`src/pwmr_pkg.sv`:
```
// constants of the dual-ramp pwm block with debug behaviour control
// assumes word-aligned apb access with 32-bit data
package pwmr_pkg;

	// ----------------------------------------
	// register indices, byte address = 4 * index
	// ----------------------------------------
	localparam logic [7:0] IDX_CTRL = 8'h00;
	localparam logic [7:0] IDX_PER = 8'h01;
	localparam logic [7:0] IDX_PER_B = 8'h02;
	localparam logic [7:0] IDX_CMP0 = 8'h03;
	localparam logic [7:0] IDX_CC1 = 8'h04;
	localparam logic [7:0] IDX_INT_STATUS = 8'h05;
	localparam logic [7:0] IDX_INT_MASK = 8'h06;
	localparam logic [7:0] IDX_COUNT = 8'h07;
	localparam logic [7:0] IDX_RUN_STATE = 8'h08;
	localparam logic [7:0] IDX_DEBUG_BEHAVIOUR_CONTROL = 8'h1e;

	// ----------------------------------------
	// control fields
	// ----------------------------------------
	localparam int CTRL_ENABLE = 0;
	localparam int CTRL_SWRST = 1;
	localparam int CTRL_MODE_LSB = 2;
	localparam int CTRL_CIRC_PER = 4;
	localparam int CTRL_POL0 = 5;
	localparam int CTRL_POL1 = 6;
	localparam int CTRL_CAPT1 = 7;
	localparam logic [7:0] CTRL_RESET = 8'h00;

	// ----------------------------------------
	// waveform modes
	// ----------------------------------------
	localparam logic [1:0] MODE_SINGLE_RAMP = 2'h0;
	localparam logic [1:0] MODE_DUAL_RAMP = 2'h1;
	localparam logic [1:0] MODE_ALT_DUAL_RAMP = 2'h2;

	// ----------------------------------------
	// debug behaviour control fields
	// ----------------------------------------
	localparam int DBG_RUN_WHILE_HALTED = 0;
	localparam int DBG_FAULT_ON_HALT = 2;
	localparam logic [7:0] DBG_RESET = 8'h00;

	// ----------------------------------------
	// interrupt status and mask layout
	// ----------------------------------------
	localparam int INT_CYCLE_END = 0;
	localparam int INT_CAPTURE1 = 1;
	localparam int INT_DEBUG_FAULT = 2;
	localparam int INT_BITS = 3;
	localparam logic [2:0] INT_RESET = 3'h0;

	typedef enum logic [3:0] {
		PWMR_ST_OFF = 4'b0001,
		PWMR_ST_RUN = 4'b0010,
		PWMR_ST_HALT = 4'b0100,
		PWMR_ST_FAULT = 4'b1000
	} pwmr_state_t;

endpackage

```
`src/pwmr_wave_if.sv`:
```
// carrier between the control top and the waveform generator
// assumes both ends run on the same clock
`timescale 1ns/1ps
interface pwmr_wave_if #(parameter int W = 16);
	logic enable;
	logic freeze;
	logic fault;
	logic [1:0] mode;
	logic circ_per;
	logic [1:0] pol;
	logic [W-1:0] per;
	logic [W-1:0] per_b;
	logic [W-1:0] cmp0;
	logic [W-1:0] cc1;
	logic [W-1:0] count;
	logic ramp_idx;
	logic cycle_end;
	logic [1:0] out_lvl;

	modport ctl (
		output enable, freeze, fault, mode, circ_per, pol, per, per_b, cmp0, cc1,
		input count, ramp_idx, cycle_end, out_lvl
	);
	modport gen (
		input enable, freeze, fault, mode, circ_per, pol, per, per_b, cmp0, cc1,
		output count, ramp_idx, cycle_end, out_lvl
	);
endinterface

```
`src/pwmr_sync.sv`:
```
// two-stage synchroniser for asynchronous level inputs
// assumes inputs come from outside the pclk domain
`timescale 1ns/1ps
module pwmr_sync #(
	parameter int N = 1
) (
	input wire logic pclk,
	input wire logic presetn,
	input wire logic [N-1:0] async_in,
	output logic [N-1:0] sync_out
);
	logic [N-1:0] meta_q;

	if (N < 1)
	begin
		$error("pwmr_sync: N must be at least 1");
	end

	always_ff @(posedge pclk or negedge presetn)
	begin
		if (!presetn)
		begin
			meta_q <= '0;
			sync_out <= '0;
		end
		else
		begin
			meta_q <= async_in;
			sync_out <= meta_q;
		end
	end
endmodule

```
`src/pwmr_top.sv`:
```
// apb slave, debug halt handling and capture of the dual-ramp pwm block
// assumes an apb master on pclk; debug halt and capture pins are asynchronous
//
// Local design decision: the APB interface to the registers.
`timescale 1ns/1ps

// Summary of operation
// - in alternate dual-ramp mode with circular period buffering, compare channel 0 drives both waveform outputs.
// - in alternate dual-ramp mode both waveform outputs share the polarity of output 0.
// - in alternate dual-ramp mode with circular period buffering, channel 1 may capture while channel 0 makes both waveforms.
// - a software reset clears all timer state except the two debug-control bits.
// - with fault-on-debug-halt set, a debug halt while the timer is enabled raises a non-recoverable fault and sets the debug fault flag.
// - with fault-on-debug-halt clear, a debug halt never produces a fault.
// - with run-while-debug-halted clear, the timer halts during a debug halt.
// - with run-while-debug-halted set and fault-on-debug-halt clear, the timer keeps counting and generating during a debug halt.
// - debug-control holds fault-on-debug-halt at bit 2 and run-while-debug-halted at bit 0, resets to zero.
// - dual-ramp modes alternate cycle a (odd output off) and cycle b (even output off), index advancing each cycle.
module pwmr_top #(
	parameter int W = 16
) (
	input wire logic pclk,
	input wire logic presetn,
	input wire logic psel,
	input wire logic penable,
	input wire logic pwrite,
	input wire logic [7:0] paddr,
	input wire logic [31:0] pwdata,
	output logic [31:0] prdata,
	output logic pready,
	output logic pslverr,
	input wire logic debug_halt_req,
	input wire logic capture1_in,
	output logic [1:0] waveform_output,
	output logic nonrecoverable_fault,
	output logic irq
);
	import pwmr_pkg::*;

	if (W < 2 || W > 32)
	begin
		$error("pwmr_top: W must lie between 2 and 32");
	end

	// ----------------------------------------
	// decode
	// ----------------------------------------
	function automatic logic addr_is(input logic [7:0] a, input logic [7:0] idx);
		addr_is = (a[1:0] == 2'h0) && (a[7:2] == idx[5:0]);
	endfunction

	function automatic logic addr_mapped(input logic [7:0] a);
		addr_mapped = addr_is(a, IDX_CTRL) || addr_is(a, IDX_PER) ||
			addr_is(a, IDX_PER_B) || addr_is(a, IDX_CMP0) || addr_is(a, IDX_CC1) ||
			addr_is(a, IDX_INT_STATUS) || addr_is(a, IDX_INT_MASK) ||
			addr_is(a, IDX_COUNT) || addr_is(a, IDX_RUN_STATE) ||
			addr_is(a, IDX_DEBUG_BEHAVIOUR_CONTROL);
	endfunction

	pwmr_wave_if #(.W(W)) wif ();

	logic [7:0] ctrl_q;
	logic [W-1:0] per_q;
	logic [W-1:0] per_b_q;
	logic [W-1:0] cmp0_q;
	logic [W-1:0] cc1_q;
	logic [INT_BITS-1:0] int_status_q;
	logic [INT_BITS-1:0] int_mask_q;
	logic [7:0] debug_behaviour_control_q;
	pwmr_state_t state_q;
	pwmr_state_t state_d;
	logic capt_prev_q;
	logic [1:0] sync_lvl;
	logic dbg_halt_s;
	logic capt_s;
	logic access;
	logic wr;
	logic rd;
	logic swrst;
	logic fault_cond;
	logic fault_exit;
	logic capture_evt;
	logic [INT_BITS-1:0] int_set;
	logic [31:0] rdata_d;

	// ----------------------------------------
	// pin synchronisers
	// ----------------------------------------
	pwmr_sync #(.N(2)) u_sync (
		.pclk(pclk),
		.presetn(presetn),
		.async_in({capture1_in, debug_halt_req}),
		.sync_out(sync_lvl)
	);
	assign dbg_halt_s = sync_lvl[0];
	assign capt_s = sync_lvl[1];

	// ----------------------------------------
	// apb strobes
	// ----------------------------------------
	assign access = psel && penable && pready;
	assign wr = access && pwrite && addr_mapped(paddr);
	assign rd = access && !pwrite && addr_mapped(paddr);
	assign swrst = wr && addr_is(paddr, IDX_CTRL) && pwdata[CTRL_SWRST];

	// answer is given one cycle after setup, in the first access cycle
	always_ff @(posedge pclk or negedge presetn)
	begin
		if (!presetn)
		begin
			pready <= 1'b0;
			pslverr <= 1'b0;
			prdata <= 32'h0;
		end
		else
		begin
			pready <= psel && !penable;
			pslverr <= psel && !penable && !addr_mapped(paddr);
			prdata <= (psel && !penable && !pwrite) ? rdata_d : 32'h0;
		end
	end

	always_comb
	begin
		rdata_d = 32'h0;
		if (addr_is(paddr, IDX_CTRL))
			rdata_d[7:0] = ctrl_q;
		else if (addr_is(paddr, IDX_PER))
			rdata_d[W-1:0] = per_q;
		else if (addr_is(paddr, IDX_PER_B))
			rdata_d[W-1:0] = per_b_q;
		else if (addr_is(paddr, IDX_CMP0))
			rdata_d[W-1:0] = cmp0_q;
		else if (addr_is(paddr, IDX_CC1))
			rdata_d[W-1:0] = cc1_q;
		else if (addr_is(paddr, IDX_INT_STATUS))
			rdata_d[INT_BITS-1:0] = int_status_q;
		else if (addr_is(paddr, IDX_INT_MASK))
			rdata_d[INT_BITS-1:0] = int_mask_q;
		else if (addr_is(paddr, IDX_COUNT))
			rdata_d[W-1:0] = wif.count;
		else if (addr_is(paddr, IDX_RUN_STATE))
			rdata_d[4:0] = {wif.ramp_idx, state_q};
		else if (addr_is(paddr, IDX_DEBUG_BEHAVIOUR_CONTROL))
			rdata_d[7:0] = debug_behaviour_control_q;
	end

	// ----------------------------------------
	// configuration registers
	// ----------------------------------------
	always_ff @(posedge pclk or negedge presetn)
	begin
		if (!presetn)
		begin
			ctrl_q <= CTRL_RESET;
			per_q <= '1;
			per_b_q <= '1;
			cmp0_q <= '0;
		end
		else if (swrst)
		begin
			ctrl_q <= CTRL_RESET;
			per_q <= '1;
			per_b_q <= '1;
			cmp0_q <= '0;
		end
		else if (wr)
		begin
			if (addr_is(paddr, IDX_CTRL))
			begin
				ctrl_q <= pwdata[7:0];
				ctrl_q[CTRL_SWRST] <= 1'b0;
			end
			if (addr_is(paddr, IDX_PER))
				per_q <= pwdata[W-1:0];
			if (addr_is(paddr, IDX_PER_B))
				per_b_q <= pwdata[W-1:0];
			if (addr_is(paddr, IDX_CMP0))
				cmp0_q <= pwdata[W-1:0];
		end
	end

	// debug control survives software reset; only apb reset clears it
	always_ff @(posedge pclk or negedge presetn)
	begin
		if (!presetn)
			debug_behaviour_control_q <= DBG_RESET;
		else if (wr && addr_is(paddr, IDX_DEBUG_BEHAVIOUR_CONTROL))
		begin
			debug_behaviour_control_q <= 8'h00;
			debug_behaviour_control_q[DBG_RUN_WHILE_HALTED] <= pwdata[DBG_RUN_WHILE_HALTED];
			debug_behaviour_control_q[DBG_FAULT_ON_HALT] <= pwdata[DBG_FAULT_ON_HALT];
		end
	end

	// ----------------------------------------
	// channel 1 compare or capture
	// ----------------------------------------
	assign capture_evt = ctrl_q[CTRL_CAPT1] && capt_s && !capt_prev_q &&
		(state_q == PWMR_ST_RUN);

	always_ff @(posedge pclk or negedge presetn)
	begin
		if (!presetn)
			capt_prev_q <= 1'b0;
		else
			capt_prev_q <= capt_s;
	end

	always_ff @(posedge pclk or negedge presetn)
	begin
		if (!presetn)
			cc1_q <= '0;
		else if (swrst)
			cc1_q <= '0;
		else if (capture_evt)
			cc1_q <= wif.count;
		else if (wr && addr_is(paddr, IDX_CC1) && !ctrl_q[CTRL_CAPT1])
			cc1_q <= pwdata[W-1:0];
	end

	// ----------------------------------------
	// run state
	// ----------------------------------------
	assign fault_cond = dbg_halt_s && debug_behaviour_control_q[DBG_FAULT_ON_HALT];
	assign fault_exit = wr && addr_is(paddr, IDX_CTRL) &&
		(!pwdata[CTRL_ENABLE] || pwdata[CTRL_SWRST]);

	always_comb
	begin
		state_d = state_q;
		unique case (state_q)
			PWMR_ST_OFF:
				if (ctrl_q[CTRL_ENABLE])
					state_d = PWMR_ST_RUN;
			PWMR_ST_RUN:
				if (fault_cond)
					state_d = PWMR_ST_FAULT;
				else if (dbg_halt_s && !debug_behaviour_control_q[DBG_RUN_WHILE_HALTED])
					state_d = PWMR_ST_HALT;
			PWMR_ST_HALT:
				if (fault_cond)
					state_d = PWMR_ST_FAULT;
				else if (!dbg_halt_s || debug_behaviour_control_q[DBG_RUN_WHILE_HALTED])
					state_d = PWMR_ST_RUN;
			PWMR_ST_FAULT:
				state_d = PWMR_ST_FAULT;
			default:
				state_d = PWMR_ST_OFF;
		endcase
		if (!ctrl_q[CTRL_ENABLE])
			state_d = PWMR_ST_OFF;
	end

	always_ff @(posedge pclk or negedge presetn)
	begin
		if (!presetn)
			state_q <= PWMR_ST_OFF;
		else if (swrst)
			state_q <= PWMR_ST_OFF;
		else
			state_q <= state_d;
	end

	// ----------------------------------------
	// waveform generator
	// ----------------------------------------
	assign wif.enable = state_q != PWMR_ST_OFF;
	assign wif.freeze = state_q == PWMR_ST_HALT;
	assign wif.fault = state_q == PWMR_ST_FAULT;
	assign wif.mode = ctrl_q[CTRL_MODE_LSB +: 2];
	assign wif.circ_per = ctrl_q[CTRL_CIRC_PER];
	assign wif.pol = {ctrl_q[CTRL_POL1], ctrl_q[CTRL_POL0]};
	assign wif.per = per_q;
	assign wif.per_b = per_b_q;
	assign wif.cmp0 = cmp0_q;
	assign wif.cc1 = cc1_q;

	pwmr_wave #(.W(W)) u_wave (
		.pclk(pclk),
		.presetn(presetn),
		.wif(wif)
	);

	assign waveform_output = wif.out_lvl;

	// ----------------------------------------
	// interrupts
	// ----------------------------------------
	assign int_set[INT_CYCLE_END] = wif.cycle_end;
	assign int_set[INT_CAPTURE1] = capture_evt;
	assign int_set[INT_DEBUG_FAULT] = (state_q != PWMR_ST_FAULT) &&
		(state_d == PWMR_ST_FAULT);

	// a read clears only the flags it returned; later events are kept
	always_ff @(posedge pclk or negedge presetn)
	begin
		if (!presetn)
			int_status_q <= INT_RESET;
		else if (swrst)
			int_status_q <= INT_RESET;
		else if (rd && addr_is(paddr, IDX_INT_STATUS))
			int_status_q <= (int_status_q & ~prdata[INT_BITS-1:0]) | int_set;
		else
			int_status_q <= int_status_q | int_set;
	end

	always_ff @(posedge pclk or negedge presetn)
	begin
		if (!presetn)
			int_mask_q <= INT_RESET;
		else if (swrst)
			int_mask_q <= INT_RESET;
		else if (wr && addr_is(paddr, IDX_INT_MASK))
			int_mask_q <= pwdata[INT_BITS-1:0];
	end

	always_ff @(posedge pclk or negedge presetn)
	begin
		if (!presetn)
		begin
			irq <= 1'b0;
			nonrecoverable_fault <= 1'b0;
		end
		else
		begin
			irq <= |(int_status_q & int_mask_q);
			nonrecoverable_fault <= (state_q == PWMR_ST_FAULT) &&
				(state_d == PWMR_ST_FAULT) && !fault_exit;
		end
	end
endmodule

```
`src/pwmr_wave.sv`:
```
// counter, ramp index and waveform outputs of the pwm block
// assumes control fields arrive from the top on the same clock
`timescale 1ns/1ps
module pwmr_wave #(
	parameter int W = 16
) (
	input wire logic pclk,
	input wire logic presetn,
	pwmr_wave_if.gen wif
);
	import pwmr_pkg::*;

	logic [W-1:0] period_now;
	logic at_top;
	logic run;
	logic lvl0;
	logic lvl1;
	logic pol1;

	// circular period buffer: cycle b uses the second period
	assign period_now = (wif.circ_per && wif.ramp_idx) ? wif.per_b : wif.per;
	assign at_top = wif.count >= period_now;
	assign run = wif.enable && !wif.freeze && !wif.fault;

	// ----------------------------------------
	// counter and ramp index
	// ----------------------------------------
	always_ff @(posedge pclk or negedge presetn)
	begin
		if (!presetn)
		begin
			wif.count <= '0;
			wif.ramp_idx <= 1'b0;
			wif.cycle_end <= 1'b0;
		end
		else
		begin
			wif.cycle_end <= run && at_top;
			if (!wif.enable)
			begin
				wif.count <= '0;
				wif.ramp_idx <= 1'b0;
			end
			else if (run)
			begin
				if (at_top)
				begin
					wif.count <= '0;
					wif.ramp_idx <= (wif.mode != MODE_SINGLE_RAMP) && !wif.ramp_idx;
				end
				else
					wif.count <= wif.count + 1'b1;
			end
		end
	end

	// ----------------------------------------
	// waveform levels
	// ----------------------------------------
	always_comb
	begin
		lvl0 = wif.count < wif.cmp0;
		lvl1 = wif.count < wif.cc1;
		pol1 = wif.pol[1];
		unique case (wif.mode)
			MODE_DUAL_RAMP:
			begin
				lvl0 = lvl0 && !wif.ramp_idx;
				lvl1 = lvl1 && wif.ramp_idx;
			end
			MODE_ALT_DUAL_RAMP:
			begin
				if (wif.circ_per)
					lvl1 = lvl0;
				lvl0 = lvl0 && !wif.ramp_idx;
				lvl1 = lvl1 && wif.ramp_idx;
				pol1 = wif.pol[0];
			end
			default:
			begin
				lvl0 = lvl0;
				lvl1 = lvl1;
			end
		endcase
	end

	always_ff @(posedge pclk or negedge presetn)
	begin
		if (!presetn)
			wif.out_lvl <= 2'h0;
		else if (!wif.enable || wif.fault)
			wif.out_lvl <= 2'h0;
		else if (!wif.freeze)
			wif.out_lvl <= {lvl1 ^ pol1, lvl0 ^ wif.pol[0]};
	end
endmodule

```
`config.mk`:
```
export PLATFORM = sky130hd
export DESIGN_NAME = pwmr_top
export DESIGN_NICKNAME = d
export VERILOG_FILES = /design/src/pwmr_pkg.sv /design/src/pwmr_wave_if.sv /design/src/pwmr_sync.sv /design/src/pwmr_top.sv /design/src/pwmr_wave.sv
export SDC_FILE = /design/constraint.sdc
export NUM_CORES = 1
export LEC_CHECK = 0
export BUFFER_PORTS_ARGS = -buffer_cell sky130_fd_sc_hd__buf_2
export CAP_MARGIN = 20
export CORE_ASPECT_RATIO = 1.4
export CORE_MARGIN = 10
export CORE_UTILIZATION = 40
export CTS_CLUSTER_SIZE = 28
export DETAILED_ROUTE_END_ITERATION = 12
export PLACE_DENSITY_LB_ADDON = 0.05
export REMOVE_ABC_BUFFERS = 1
export SETUP_SLACK_MARGIN = 0.15
export SLEW_MARGIN = 10
export SYNTH_ARGS = -nofsm -noshare
export SYNTH_HDL_FRONTEND = slang
export SYNTH_SLANG_ARGS = --single-unit
```
`constraint.sdc`:
```
create_clock -name pclk -period 5.7 [get_ports pclk]
set_input_delay 0.285 -clock pclk [delete_from_list [all_inputs] [get_ports pclk]]
set_output_delay 0.285 -clock pclk [all_outputs]
set_load 0.005 [all_outputs]
```
* Word-level counts from Yosys, hierarchy flattened *
Index checks and enable logic that the tools add are counted.

word-level totals
  register bits = 129
  output and inout port bits = 38

cells by class
  $add $sub $neg = 1
  order comparisons = 3
  equality and inequality tests = 21
  mux-type cells = 55
  bitwise operators = 7
  reductions and logical operators = 85

operators with widths
  cell                   number
  $mux 16                21
  $mux 8                 7
  $logic_and 1x1->1      43
  $lt 16x16->1           2
  $mux 13                2
  $eq 6x3->1 const B     4
  $mux 4                 6
  $mux 3                 7
  $add 16x1->16 const B  1
  $ge 16x16->1           1
  $pmux 4 s4             1
  $reduce_bool 2->1      7
  $logic_not 1->1        13
  $eq 6x2->1 const B     2
  $logic_or 1x1->1       12
  $reduce_and 2->1       5
  $eq 4x4->1 const B     2
  $mux 1                 7
  $and 3x3->3            2
  $eq 6x1->1 const B     1
  $eq 6x4->1 const B     1
  $eq 6x5->1 const B     1
  $logic_not 6->1        1
  $ne 2x2->1 const B     3
  17 further kinds       20

* Logic depth before layout (Yosys ltp) *
  depth in word-level cells = 17
  depth in mapped cells = 12
  gate-level depth less buffers = 9

* Hierarchy *
Synthesis repeated with hierarchy kept, for this count alone.

unflattened totals
  cells, all modules = 849
  area total of the unflattened synthesis = 8101.5 um^2

modules (own cells, without submodules)
  module     instances  cells an instance  area each (um^2)  seq. area each (um^2)
  pwmr_top   1          575                5677.9            2643.8
  pwmr_wave  1          270                2323.5            500.5
  pwmr_sync  1          4                  100.1             100.1

* Least setup slack after synthesis *
OpenSTA, ideal clock, no wires.

  path kind = reg2reg
  from = register u_wave.wif.ramp_idx
  to = register u_wave.wif.count[8]
  arrival time = 3193 ps
  path slack = 2428 ps
  stages on the path, launching flop included = 13
  path buffers = 3
  cell sequence = dfrtp_1 > clkbuf_1 > nand2_1 > clkbuf_1 > mux2i_1 > ha_1 > a211oi_1 > o21ai_0 > a41o_1 > a211oi_2 > clkbuf_1 > nand4_1 > mux2i_1

between the ends
  longest elaborated chain between the ends = 6

ends and longest elaborated chain
  what                      RTL line            RTL
  start: declaration        pwmr_wave_if.sv:26  output count, ramp_idx, cycle_end, out_lvl
  start signal: assignment  pwmr_wave.sv:49     wif.ramp_idx <= (wif.mode != MODE_SINGLE_RAMP) && !wif.ramp_idx;
  $logic_and 1x1->1         pwmr_wave.sv:21     assign period_now = (wif.circ_per && wif.ramp_idx) ? wif.per_b : wif.per;
  $mux 16                   pwmr_wave.sv:21
  $ge 16x16->1              pwmr_wave.sv:22     assign at_top = wif.count >= period_now;
  $mux 16                   pwmr_wave.sv:46     if (at_top)
  $mux 16                   pwmr_wave.sv:44     else if (run)
  $mux 16                   pwmr_wave.sv:39     if (!wif.enable)
  end signal: assignment    pwmr_wave.sv:52     wif.count <= wif.count + 1'b1;
  end: declaration          pwmr_wave_if.sv:26

Every way passes these cells. The select of a mux whose other input is x is not followed.
A chain may end at the register's enable or synchronous reset.

* Worst setup path after layout *
  from = register u_wave.wif.ramp_idx
  to = register u_wave.wif.count[15]

Same word-level chain as after synthesis.

==> run metrics <==
fraction of post-synthesis cell area in the top cell type by area=0.2996; Synth warnings=0; final wirelength=26,100 microns; share of post-route cells with drive strength above 1=0.1793; cell taking the most area after synthesis=dfrtp_1; total number of vias=6,823; cells taking the most area after synthesis=dfrtp_1, dfstp_2, ha_1; Crit path arrival time=3940 ps; number of clock buffers inserted by TritonCTS=17; kind of end point of the critical path=register; Final Hold Violating Endpoints=0; pwr/cell area=237.7 nW/um^2; number of vias per cell=5.812; router iterations before antenna repair=5; clock latency at the later pin of the worst-skew pair=420 ps; number of global-route vias before repair=6,941; final core utilization=0.4640; clock tree from TritonCTS=built; placed instance area=8352 sq um; count of placed standard cells including taps=1,139; maximum ir drop on the vdd rail=0.2054 mV; number of clock sinks seen by CTS=128; share of synthesized registers carrying an async set or reset=1.000; Die ar.=25,950 sq um; placed wire-length estimate=18,470 microns; Final Cell Area=8987 sq um; relative slew slack=0.3042; number of buffers on the longest clock path=2; count of maximum capacitance violations=0; class of the worst hold path=in2reg; number of buffers added on ports=52; f_max=275.1 MHz; initial core utilization=0.4097; post-layout instance count excluding filler cells=1,174; core area=19,370 sq um; Placement Rows=60; library cells used by synthesis=73; crit-path cells=nand2_1, buf_4, mux2i_1, ha_1, nand4_1, a2111oi_0, a211oi_2, buf_4, and3_1, a221o_1; minimum clock period after layout=3635 ps; total grt overflow=0; part of the Yosys area used for sequential elements=0.4089; part of the cycle the worst path needs=0.6378; clock tree skew after final layout=6.656 ps; Post-Route Hold Slack=105.4 ps; average routed wire per standard cell=22.23 microns; CP peak stage delay=710 ps; Chip Height=186.7 microns; number of nets at the end of the flow=1,009; final routed DRC violation total=0; final total negative setup slack=0 ps; number of failing setup endpoints in the final timing report=0; final count of pins violating max slew=0; diodes inserted=0; number of antenna violations at the first check in global routing=0; DR iter-0 viols=517; routability congestion estimate=0.9117; critical path peak fanout=28; unrepaired setup endpoints after global routing=no; root buffer selected by CTS=clkbuf_16; per-instance average area after synthesis=9.110 sq um; Syn-to-layout area delta=13.26%; clock transition time at the flip-flop clock pins of the worst setup and hold paths=60 ps; static power due to leakage=0.004207 uW; library cell appearing most often on the critical path=buf_4; first-pass GRT wire length=40,790 microns; Slew @ Worst Pin=1040 ps; H-tree level count=4; Crit Path Category=reg2reg; EDFF count, synth=0; Die Span X=139.0 microns; outcome=finished clean; maximum number of pins on one net before global-route repair=68; gate count after technology mapping=871; number of nets with antenna violations after detailed routing=0; post-synthesis instance area=7935 sq um; flip-flop and latch count after synthesis=128; most common flop cell mapped by yosys=dfrtp_1; I/O pin cnt=85; Startpoint Class=register; total routing usage reported by global routing=0.1980; Crit-path slowest cell=a2111oi_0; required arrival time at the worst endpoint=6000 ps; Worst R2R Setup Slack=2060 ps
logic make-up (layout without fill, tap and decap cells):
logic type                 after synthesis  count (layout)  share of synthesized area
adders and majority gates               49              49                    0.07726
and+or+nand+nor                        334             334                     0.2025
AOI/OAI and AO/OA                      198             198                     0.1723
muxes                                   59              59                    0.07490
xor gates and xnor gates                 2               2                   0.002208
other                                    1              16                  0.0004726
buffers and inverters                  100             140                    0.06150
DFF                                    128             128                     0.4089
report_power, final:
group | switching [uW] | internal [uW] | total [uW]
Sequential | 3.58 | 916 | 920
Clock | 424 | 701 | 1130
Combinational | 66.7 | 24.7 | 91.4
cell usage in the layout (no fill, tap or decap), types with 19 or more instances in the layout:
cell	netlist	layout
dfstp_2	33	33
mux2i_1	56	56
dfrtp_1	95	95
a21oi_1	59	59
nor2_1	66	64
ha_1	49	49
o21ai_0	42	42
inv_1	41	41
a22oi_1	19	19
buf_2	12	51
nand3_1	41	41
nand2_1	139	139
sequential cells by signal, summed over array words and instances, names as in the netlist, 3 cells and up:
name,cells
state_q,4
ctrl_q,7
per_b_q,16
per_q,16
u_wave.wif.count,16
int_status_q,3
cmp0_q,16
int_mask_q,3
cc1_q,16
prdata,16
per-layer routing:
layer	track usage	vias up	wire length, microns
met5	0	-	0
met1	0.2308	3372	10830
met3	0.03299	45	984
li1	-	3189	-
met2	0.3468	217	13390
met4	0.08689	0	898
critical path, delay by kind of cell, from the launching register on:
| kind | cells | cell delay [ps] |
|---|---|---|
| AO/OA/AOI/OAI | 3 | 1100 |
| adder cells (fa/ha/maj) | 1 | 330 |
| buffers and inverters | 2 | 620 |
| flip-flops | 1 | 500 |
| multiplexers | 1 | 140 |
| AND/OR/NAND/NOR | 3 | 790 |
final timing paths:
check | start | end | cells after the start
max | u_wave.wif.ramp_idx$_DFFE_PN0P_ | u_wave.wif.count[15]$_DFFE_PN0P_ | 10
min | penable | pready$_DFF_PN0_ | 2
max reg2reg | u_wave.wif.ramp_idx$_DFFE_PN0P_ | u_wave.wif.count[15]$_DFFE_PN0P_ | 10
min reg2reg | u_sync.meta_q[0]$_DFF_PN0_ | u_sync.sync_out[0]$_DFF_PN0_ | 0
max in group asynchronous | presetn | ctrl_q[7]$_DFFE_PN0P_ | 3
min in group asynchronous | presetn | int_mask_q[2]$_DFFE_PN0P_ | 2
layout make-up:
| class | count | area, sq um |
|---|---|---|
| fillers | 1894 | 10380 |
| well taps | 248 | 310.3 |
| clock inverters | 12 | 158.9 |
| flip-flops and latches | 128 | 3244 |
| clock buffers | 20 | 446.7 |
| inverters | 41 | 153.9 |
| repair buffers | 67 | 397.9 |
| multi-input cells | 658 | 4275 |
cell usage after synthesis (3+ instances only):
master and n:
a221oi_1 3, dfstp_2 33, or4_1 3, buf_1 3, nor3_1 14, nand3_1 41, clkbuf_1 21, and4_1 3
dfrtp_1 95, ha_1 49, inv_1 41, o21ai_0 42, or3_1 4, nor3b_1 4, a222oi_1 5, nor2b_1 4
a21oi_1 59, a21o_1 4, nand2b_1 10, a31oi_1 12, mux2_2 3, buf_2 12, nand4_1 10, nor2_1 66
nand2_1 139, mux2i_1 56, a22oi_1 19, a211oi_2 16, and3_1 9, buf_6 3, buf_4 20, or2_2 3
a211oi_1 12
metrics by stage:
stage	total power, uW	setup WS (ps)
2_1_floorplan	963.7	2267
3_3_place_gp	1022	2135
3_5_place_dp	1024	2112
4_1_cts	2155	2096
5_1_grt	2209	1894
6_report	2137	2065
timing repair:
action / CTS / global route
resized for setup: 0 / 0
hold endpoints to repair: 43 / 0
setup endpoints to repair: 0 / 0
hold buffers: 3 / 0
setup buffers: 0 / 0
(Power assumes the default switching activity.)
